$ cat src/sep_params.svh
// Purpose: Timing and reset constants for the serial memory pin control block
// Assumes: 50 ns system clock period
// Notes:   Cycle counts derive from the printed times; wide counts are top parameters
`ifndef SEP_PARAMS_SVH
`define SEP_PARAMS_SVH

`define SEP_CLK_PERIOD_NS   50.0
`define SEP_T_PU_MIN_MS     0.1
`define SEP_T_PU_MAX_MS     1
`define SEP_T_WR_MS         5
`define SEP_T_GLITCH_NS     100

`define SEP_PU_CYC          (int'($ceil(`SEP_T_PU_MIN_MS * 1.0E6 / `SEP_CLK_PERIOD_NS)))
`define SEP_PU_MAX_CYC      (int'($floor(`SEP_T_PU_MAX_MS * 1.0E6 / `SEP_CLK_PERIOD_NS)))
`define SEP_WR_CYC          (int'($floor(`SEP_T_WR_MS * 1.0E6 / `SEP_CLK_PERIOD_NS)))
`define SEP_GLITCH_CYC      (int'($ceil(`SEP_T_GLITCH_NS / `SEP_CLK_PERIOD_NS)))

`define SEP_LINE_IDLE       1'h1
`define SEP_BITS_PER_BYTE   4'h8
`define SEP_ADDR_HI_IDX     2'h0
`define SEP_ADDR_LO_IDX     2'h1
`define SEP_FIRST_DATA_IDX  2'h2
`define SEP_TYPE_MSB        7
`define SEP_TYPE_LSB        4
`define SEP_SEL_MSB         3
`define SEP_SEL_LSB         1
`define SEP_RW_BIT          0

`endif

$ cat src/sep_pkg.sv
// Purpose: Types shared by the serial memory pin control block
// Assumes: Nothing
// Notes:   Constants live in sep_params.svh
package sep_pkg;
    typedef enum logic [2:0] {
        SEP_ST_POR,
        SEP_ST_IDLE,
        SEP_ST_ADDR,
        SEP_ST_ACK,
        SEP_ST_RX,
        SEP_ST_TX,
        SEP_ST_TXACK,
        SEP_ST_WRITE
    } sep_state_e;
endpackage

$ cat src/sep_line_if.sv
// Purpose: Filtered bus line level and its edges
// Assumes: All signals on the system clock
// Notes:   Edges are one-cycle pulses
`timescale 1ns/1ps
interface sep_line_if;
    logic lvl;
    logic rise;
    logic fall;
    modport src (output lvl, output rise, output fall);
    modport dst (input lvl, input rise, input fall);
endinterface

$ cat src/sep_filter.sv
// Purpose: Synchronise a bus pin and reject short pulses
// Assumes: Pin idles high
// Notes:   Output moves only after the input differs for FILT_CYC+2 samples
`timescale 1ns/1ps
`include "sep_params.svh"
module sep_filter import sep_pkg::*; #(
    parameter int FILT_CYC = `SEP_GLITCH_CYC
) (
    // Clock and reset
    input wire logic clk,
    input wire logic sys_rst,
    // Pin and filtered line
    input wire logic raw,
    sep_line_if.src  line
);
    localparam logic [3:0] LIMIT = 4'(FILT_CYC + 1);

    logic       meta_reg;
    logic       sync_reg;
    logic       lvl_reg;
    logic       rise_reg;
    logic       fall_reg;
    logic [3:0] cnt_reg;

    always_ff @(posedge clk or posedge sys_rst) begin
        if (sys_rst) begin
            meta_reg <= `SEP_LINE_IDLE;
            sync_reg <= `SEP_LINE_IDLE;
        end else begin
            meta_reg <= raw;
            sync_reg <= meta_reg;
        end
    end

    // A pulse of the reject width spans at most FILT_CYC+1 samples
    always_ff @(posedge clk or posedge sys_rst) begin
        if (sys_rst) begin
            lvl_reg  <= `SEP_LINE_IDLE;
            rise_reg <= 1'h0;
            fall_reg <= 1'h0;
            cnt_reg  <= 4'h0;
        end else begin
            rise_reg <= 1'h0;
            fall_reg <= 1'h0;
            if (sync_reg == lvl_reg) begin
                cnt_reg <= 4'h0;
            end else if (cnt_reg == LIMIT) begin
                lvl_reg  <= sync_reg;
                rise_reg <= sync_reg;
                fall_reg <= ~sync_reg;
                cnt_reg  <= 4'h0;
            end else begin
                cnt_reg <= cnt_reg + 4'h1;
            end
        end
    end

    assign line.lvl  = lvl_reg;
    assign line.rise = rise_reg;
    assign line.fall = fall_reg;
endmodule // sep_filter

$ cat src/sep_top.sv
// Purpose: Pin control of a serial memory slave: power-up, select straps, inhibit, bus
// Assumes: sys_rst is the supply-triggered power-on reset; memory array lies outside
// Notes:   Received data bytes go out through a two-entry buffer; a full buffer refuses
`timescale 1ns/1ps
`include "sep_params.svh"
module sep_top import sep_pkg::*; #(
    parameter int         PU_CYC   = `SEP_PU_CYC,
    parameter int         WR_CYC   = `SEP_WR_CYC,
    parameter int         FILT_CYC = `SEP_GLITCH_CYC,
    // Device type prefix; value is arbitrary
    parameter logic [3:0] DEV_TYPE = 4'h5
) (
    // Clock and power-on reset
    input  wire logic       clk,
    input  wire logic       sys_rst,
    // Bus pins
    input  wire logic       scl_in,
    input  wire logic       sda_in,
    output logic            sda_out,
    output logic            sda_oe,
    // Straps
    input  wire logic       select_bit_0,
    input  wire logic       select_bit_1,
    input  wire logic       select_bit_2,
    input  wire logic       write_inhibit,
    // Memory side
    output logic [15:0]     mem_addr,
    output logic [7:0]      wr_data,
    output logic            wr_valid,
    input  wire logic       wr_ready,
    output logic            wr_commit,
    input  wire logic [7:0] rd_data,
    output logic            rd_take,
    // Status
    output logic            dev_ready,
    output logic            write_busy
);
    localparam int PU_W = $clog2(PU_CYC + 1);
    localparam int WR_W = $clog2(WR_CYC + 1);
    localparam logic [PU_W-1:0] PU_LAST = PU_W'(PU_CYC - 1);
    localparam logic [WR_W-1:0] WR_LAST = WR_W'(WR_CYC - 1);

    sep_line_if scl_l ();
    sep_line_if sda_l ();

    // clock is only an input here
    sep_filter #(.FILT_CYC(FILT_CYC)) u_scl_filt (
        .clk     (clk),
        .sys_rst (sys_rst),
        .raw     (scl_in),
        .line    (scl_l)
    );
    sep_filter #(.FILT_CYC(FILT_CYC)) u_sda_filt (
        .clk     (clk),
        .sys_rst (sys_rst),
        .raw     (sda_in),
        .line    (sda_l)
    );

    sep_state_e      state_reg;
    logic [3:0]      meta_reg;
    logic [3:0]      strap_reg;
    logic [PU_W-1:0] pu_cnt_reg;
    logic [WR_W-1:0] wr_cnt_reg;
    logic [7:0]      shift_reg;
    logic [3:0]      bit_cnt_reg;
    logic [1:0]      byte_idx_reg;
    logic            rw_reg;
    logic            mack_reg;
    logic            wp_lat_reg;
    logic            got_data_reg;
    logic            oe_reg;
    logic            commit_reg;
    logic [15:0]     addr_reg;
    logic [7:0]      fifo_mem [2];
    logic            wptr_reg;
    logic            rptr_reg;
    logic [1:0]      count_reg;

    logic start_ev, stop_ev, byte_done, addr_match, fifo_in_ready, data_ok, push, load_rd;
    logic in_bus;

    // Straps pass two flops; unconnected pins read low by their pull-downs
    always_ff @(posedge clk or posedge sys_rst) begin
        if (sys_rst) begin
            meta_reg  <= 4'h0;
            strap_reg <= 4'h0;
        end else begin
            meta_reg  <= {write_inhibit, select_bit_2, select_bit_1, select_bit_0};
            strap_reg <= meta_reg;
        end
    end

    // Power-up delay counter
    always_ff @(posedge clk or posedge sys_rst) begin
        if (sys_rst) begin
            pu_cnt_reg <= '0;
        end else if (state_reg == SEP_ST_POR && pu_cnt_reg != PU_LAST) begin
            pu_cnt_reg <= pu_cnt_reg + PU_W'(1);
        end
    end

    // Internal write cycle timer
    always_ff @(posedge clk or posedge sys_rst) begin
        if (sys_rst) begin
            wr_cnt_reg <= '0;
        end else if (state_reg == SEP_ST_WRITE) begin
            wr_cnt_reg <= wr_cnt_reg + WR_W'(1);
        end else begin
            wr_cnt_reg <= '0;
        end
    end

    assign in_bus        = state_reg != SEP_ST_POR && state_reg != SEP_ST_WRITE;
    assign start_ev      = in_bus && sda_l.fall && scl_l.lvl;
    assign stop_ev       = in_bus && sda_l.rise && scl_l.lvl;
    assign byte_done     = scl_l.fall && bit_cnt_reg == `SEP_BITS_PER_BYTE;
    assign addr_match    = shift_reg[`SEP_TYPE_MSB:`SEP_TYPE_LSB] == DEV_TYPE
                           && shift_reg[`SEP_SEL_MSB:`SEP_SEL_LSB] == strap_reg[2:0];
    assign fifo_in_ready = count_reg != 2'h2;
    assign data_ok       = !wp_lat_reg && fifo_in_ready;
    assign push          = !start_ev && !stop_ev && state_reg == SEP_ST_RX && byte_done
                           && byte_idx_reg >= `SEP_FIRST_DATA_IDX && data_ok;
    assign load_rd       = !start_ev && !stop_ev && scl_l.fall
                           && ((state_reg == SEP_ST_ACK && rw_reg)
                               || (state_reg == SEP_ST_TXACK && mack_reg));

    // Bus sequencer and pin drive
    always_ff @(posedge clk or posedge sys_rst) begin
        if (sys_rst) begin
            state_reg    <= SEP_ST_POR;
            shift_reg    <= 8'h00;
            bit_cnt_reg  <= 4'h0;
            byte_idx_reg <= 2'h0;
            rw_reg       <= 1'h0;
            mack_reg     <= 1'h0;
            wp_lat_reg   <= 1'h0;
            got_data_reg <= 1'h0;
            oe_reg       <= 1'h0;
            commit_reg   <= 1'h0;
            addr_reg     <= 16'h0000;
        end else begin
            commit_reg <= 1'h0;
            if (state_reg == SEP_ST_POR) begin
                oe_reg <= 1'h0;
                if (pu_cnt_reg == PU_LAST) begin
                    state_reg <= SEP_ST_IDLE;
                end
            end else if (state_reg == SEP_ST_WRITE) begin
                oe_reg <= 1'h0;
                if (wr_cnt_reg == WR_LAST) begin
                    state_reg <= SEP_ST_IDLE;
                end
            end else if (start_ev) begin
                state_reg    <= SEP_ST_ADDR;
                bit_cnt_reg  <= 4'h0;
                byte_idx_reg <= 2'h0;
                oe_reg       <= 1'h0;
            end else if (stop_ev) begin
                oe_reg       <= 1'h0;
                got_data_reg <= 1'h0;
                commit_reg   <= got_data_reg;
                state_reg    <= got_data_reg ? SEP_ST_WRITE : SEP_ST_IDLE;
            end else begin
                unique case (state_reg)
                    SEP_ST_ADDR, SEP_ST_RX: begin
                        if (scl_l.rise) begin
                            shift_reg   <= {shift_reg[6:0], sda_l.lvl};
                            bit_cnt_reg <= bit_cnt_reg + 4'h1;
                        end else if (byte_done) begin
                            if (state_reg == SEP_ST_ADDR) begin
                                rw_reg    <= shift_reg[`SEP_RW_BIT];
                                oe_reg    <= addr_match;
                                state_reg <= addr_match ? SEP_ST_ACK : SEP_ST_IDLE;
                            end else if (byte_idx_reg < `SEP_FIRST_DATA_IDX || data_ok) begin
                                oe_reg    <= 1'h1;
                                state_reg <= SEP_ST_ACK;
                                if (byte_idx_reg == `SEP_ADDR_HI_IDX) begin
                                    addr_reg[15:8] <= shift_reg;
                                end else if (byte_idx_reg == `SEP_ADDR_LO_IDX) begin
                                    addr_reg[7:0] <= shift_reg;
                                end else begin
                                    got_data_reg <= 1'h1;
                                end
                                if (byte_idx_reg != `SEP_FIRST_DATA_IDX) begin
                                    byte_idx_reg <= byte_idx_reg + 2'h1;
                                end
                            end else begin
                                state_reg <= SEP_ST_IDLE;
                            end
                        end
                    end
                    SEP_ST_ACK: begin
                        if (scl_l.fall) begin
                            if (!rw_reg && byte_idx_reg == `SEP_FIRST_DATA_IDX
                                && !got_data_reg) begin
                                wp_lat_reg <= strap_reg[3];
                            end
                            if (rw_reg) begin
                                shift_reg   <= rd_data;
                                oe_reg      <= ~rd_data[7];
                                bit_cnt_reg <= 4'h1;
                                state_reg   <= SEP_ST_TX;
                            end else begin
                                oe_reg      <= 1'h0;
                                bit_cnt_reg <= 4'h0;
                                state_reg   <= SEP_ST_RX;
                            end
                        end
                    end
                    SEP_ST_TX: begin
                        if (scl_l.fall) begin
                            if (bit_cnt_reg == `SEP_BITS_PER_BYTE) begin
                                oe_reg    <= 1'h0;
                                state_reg <= SEP_ST_TXACK;
                            end else begin
                                oe_reg      <= ~shift_reg[6];
                                shift_reg   <= {shift_reg[6:0], 1'h0};
                                bit_cnt_reg <= bit_cnt_reg + 4'h1;
                            end
                        end
                    end
                    SEP_ST_TXACK: begin
                        if (scl_l.rise) begin
                            mack_reg <= ~sda_l.lvl;
                        end else if (load_rd) begin
                            shift_reg   <= rd_data;
                            oe_reg      <= ~rd_data[7];
                            bit_cnt_reg <= 4'h1;
                            state_reg   <= SEP_ST_TX;
                        end else if (scl_l.fall) begin
                            state_reg <= SEP_ST_IDLE;
                        end
                    end
                    SEP_ST_IDLE: begin
                        oe_reg <= 1'h0;
                    end
                    default: begin
                        state_reg <= SEP_ST_IDLE;
                    end
                endcase
            end
        end
    end

    // Two-entry write buffer; a full buffer refuses the byte rather than lose it
    always_ff @(posedge clk or posedge sys_rst) begin
        if (sys_rst) begin
            wptr_reg    <= 1'h0;
            rptr_reg    <= 1'h0;
            count_reg   <= 2'h0;
            fifo_mem[0] <= 8'h00;
            fifo_mem[1] <= 8'h00;
        end else begin
            if (push) begin
                fifo_mem[wptr_reg] <= shift_reg;
                wptr_reg           <= ~wptr_reg;
            end
            if (wr_valid && wr_ready) begin
                rptr_reg <= ~rptr_reg;
            end
            count_reg <= count_reg + 2'(push) - 2'(wr_valid && wr_ready);
        end
    end

    assign sda_out    = 1'h0;
    assign sda_oe     = oe_reg;
    assign mem_addr   = addr_reg;
    assign wr_data    = fifo_mem[rptr_reg];
    assign wr_valid   = count_reg != 2'h0;
    assign wr_commit  = commit_reg;
    assign rd_take    = load_rd;
    assign dev_ready  = state_reg != SEP_ST_POR;
    assign write_busy = state_reg == SEP_ST_WRITE;
endmodule // sep_top

$ cat config.mk
export PLATFORM = sky130hd
export DESIGN_NAME = sep_top
export DESIGN_NICKNAME = d
export VERILOG_FILES = /design/src/sep_pkg.sv /design/src/sep_line_if.sv /design/src/sep_filter.sv /design/src/sep_top.sv
export VERILOG_INCLUDE_DIRS = /design/src
export SDC_FILE = /design/constraint.sdc
export NUM_CORES = 1
export LEC_CHECK = 0
export BUFFER_PORTS_ARGS = -buffer_cell sky130_fd_sc_hd__clkbuf_2
export CORE_AREA = 2 2 127 80
export DETAILED_ROUTE_END_ITERATION = 10
export DIE_AREA = 0 0 129 82
export PLACE_DENSITY = 0.78
export SYNTH_ARGS = -nofsm -noshare
export SYNTH_HDL_FRONTEND = slang
export SYNTH_SLANG_ARGS = --single-unit
$ cat constraint.sdc
create_clock -name clk -period 3.7 [get_ports clk]
set_input_delay 0 -clock clk [delete_from_list [all_inputs] [get_ports clk]]
set_output_delay 0 -clock clk [all_outputs]
set_load 0.005 [all_outputs]
==> flow_summary_export.csv <==
group,metric,value,unit
clock_network,clkSinkCount,113,
synthesis,synth-seq-area-share,0.515,
clock_network,numCtsBuffers,17,
route,final_antenna_net_count,0,
synthesis,async_reset_ff_frac,1.00,
synthesis,synth-edff-count,0,
clock_network,path_clk_slew,0.06,ns
timing,setup_violations,0,
grt,grt_pass1_wl,20.4,mm
timing,clock_skew,0.00886,ns
synthesis,ys_ff_latch,113,
timing,period_share,0.804,
synthesis,yosysTopAreaCellShare,0.486,
timing,max_freq,336,MHz
synthesis,synthCells,479,
floorplan,pin_count,48,
clock_network,postCtsSetupBuffers,0,
synthesis,avgSynthCellArea,11.5,um2
final_layout,multiInputGateArea,2550,um2
route,drt-wirelength-per-cell,18.3,um
critical_path,critPathKind,"flop to flop",
route,avgViaCountPerCell,5.84,
min_path,hold_depth,4,
route,drt_pass1_iterations,7,
placement,gp_congestion,0.960,
floorplan,die_area,10600,um2
route,postRouteWirelength,12.7,mm
grt,grt_pass1_vias,4006,
final_layout,syn_to_final_growth,19.8,%
critical_path,crit_buf_inv,0,
timing,finalHoldViolCount,0,
final_layout,largest_reg_flops,17,
critical_path,path_depth,5,
synthesis,syn_nets,507,
floorplan,start_util,0.580,
floorplan,die_x,129,um
synthesis,yosysTopAreaCell,"dfrtp_1",
critical_path,cp_top_family,"simple AND/OR/NAND/NOR gates",
critical_path,cp_slowest_stage_delay,0.85,ns
synthesis,yosysUniqueCellTypes,66,
floorplan,std_cell_rows,28,
power,power.density,492,nW/um2
min_path,hp-class,"input port to flop",
final_layout,drive_gt1_frac,0.294,
critical_path,cp_slowest_cell,"dfrtp_1",
route,drc,0,
grt,gr-total-overflow,0,
critical_path,crit_chain,"and2b_1, a22oi_1, o31a_1, or4b_1, mux2_4",
placement,hpwl,8.70,mm
clock_network,clockBufferDepth,2,
power,total_leakage_power,3.06,nW
status,outcome,"complete, no violations",
critical_path,crit_path_max_fanout,24,
clock_network,htree_levels,4,
critical_path,critPathLaunchType,"flop",
grt,grt_max_degree,59,
grt,antenna_found_initial,0,
synthesis,synthTopCellsByArea,"dfrtp_1 (49%), mux2_2 (11%), xnor2_1 (3.5%)",
clock_network,ctsRootBufferMaster,"clkbuf_16",
power,vdd_ir_drop_max,366,uV
timing,setup_tns,0,ns
timing,fin_crit,2.98,ns
synthesis,yosysMostFrequentCell,"dfrtp_1",
final_layout,seqCellArea,2840,um2
route,vias,4065,
clock_network,ctsResizeCount,0,
final_layout,fin_nets,576,
timing,slew_violations,0,
timing,worstMarginPinSlew,0.884,ns
placement,port_buffers,46,
floorplan,dieHeight,82,um
critical_path,crit_arrival,3.27,ns
critical_path,ff2ff_path_depth,5,
clock_network,cts_tree,"built",
route,drt-initial-drc-count,394,
flow_run,cap_viol_max_count,0,
grt,grt_usage,0.260,
final_layout,final_core_utilization,0.695,
final_layout,antenna_cells,0,
timing,grt_setup_unrepaired,"no",
timing,slew_headroom,0.410,
floorplan,fp.coreArea,9490,um2
synthesis,yosys_warnings,0,
critical_path,cp.required,4.00,ns
critical_path,crit_path_end_kind,"flop",
final_layout,fillers,687,
synthesis,synth_ff_type,"dfrtp_1",
synthesis,syn_area,5510,um2
clock_network,clock_latency,0.42,ns
synthesis,synth_common_cells,"dfrtp_1 (107), mux2_2 (56), nor2_1 (40)",
-- layout make-up --
| cell class | instances | area share |
|---|---|---|
| flip-flops and latches | 113 | 0.429 |
| repair buffers | 66 | 0.0633 |
| clock inverters | 15 | 0.0243 |
| multi-input cells | 338 | 0.386 |
| well taps | 135 | 0.0256 |
| clock buffers | 17 | 0.0644 |
| inverters | 12 | 0.00720 |
-- worst reg2reg max path, cell delays in order, from the launching register on --
cell	delay (ns)
dfrtp_1	0.85
and2b_1	0.29
a22oi_1	0.14
o31a_1	0.42
or4b_1	0.77
mux2_4	0.40
-- routing by layer --
layer  part of all wire  global-route usage
met1               0.48               0.370
met4              0.013              0.0924
met5                  0                   0
met3              0.068              0.0847
met2               0.44               0.375
-- report_power, final --
group	switching [mW]	internal (mW)	leakage (nW)	total [mW]
Clock	0.609	0.995	0.284	1.60
Sequential	0.0897	1.31	1.50	1.40
Combinational	0.122	0.127	1.27	0.249
-- repair_timing --
action	4_1_cts	5_1_grt
endpoints found under the setup margin	0	0
hold endpoints to repair	64	0
hold buffers	15	0
-- per-stage QoR --
step	hold WS, ns	cell area, um2	setup slack [ns]	power, mW	std cells
4_1_cts	0.194	6600	0.787	3.27	696
2_1_floorplan	0.00448	5510	0.723	1.57	479
3_3_place_gp	0.0900	5870	0.893	1.63	649
5_1_grt	0.204	6600	0.617	3.38	696
3_5_place_dp	0.0905	5870	0.809	1.65	649
6_report	0.209	6600	0.725	3.25	696
-- cells by family after synthesis --
group / Yosys count / share of synthesized area
adder cells (fa/ha/maj): 12 / 0.0268
AO/OA/AOI/OAI: 59 / 0.0747
multiplexers: 66 / 0.140
flip-flops: 113 / 0.515
other: 1 / 0.000681
AND/OR/NAND/NOR: 163 / 0.161
buffers and inverters: 28 / 0.0232
XOR/XNOR: 37 / 0.0588
-- cell usage in the layout, fill, tap and decap left out, types with 3 or more instances in the layout --
master / count
xnor2_1: 22
clkinv_2: 3
nand3b_1: 4
inv_6: 3
and3_1: 10
dlygate4sd3_1: 15
o21ai_0: 11
nor3b_1: 5
or2_2: 3
ha_1: 11
nand4b_1: 5
nand4_1: 7
a211oi_1: 5
o2111ai_1: 5
xor2_1: 15
mux2_4: 8
inv_1: 10
o211ai_1: 6
nor2_1: 40
clkbuf_16: 17
nor2b_1: 6
buf_4: 5
clkbuf_2: 46
o31ai_1: 3
mux2_2: 56
nand2_1: 28
and2_1: 7
dfrtp_1: 107
a22oi_1: 3
nor4bb_1: 3
dfstp_2: 6
nor3_1: 9
a21oi_1: 9
clkinv_4: 5
nand3_1: 18
-- worst paths after layout --
path / start / endpoint / slack [ns]
worst min-delay path: rd_data[0] / shift_reg[0] / 0.21
worst max-delay path: state_reg[0] / shift_reg[2] / 0.72
worst min register to register: u_sda_filt.meta_reg / u_sda_filt.sync_reg / 0.35
worst max register to register: state_reg[0] / shift_reg[2] / 0.72
max in group asynchronous: sys_rst / pu_cnt_reg[6] / 2.54
min in group asynchronous: sys_rst / meta_reg[1] / 0.25
No activity file was read; power rests on OpenSTA's default activity.
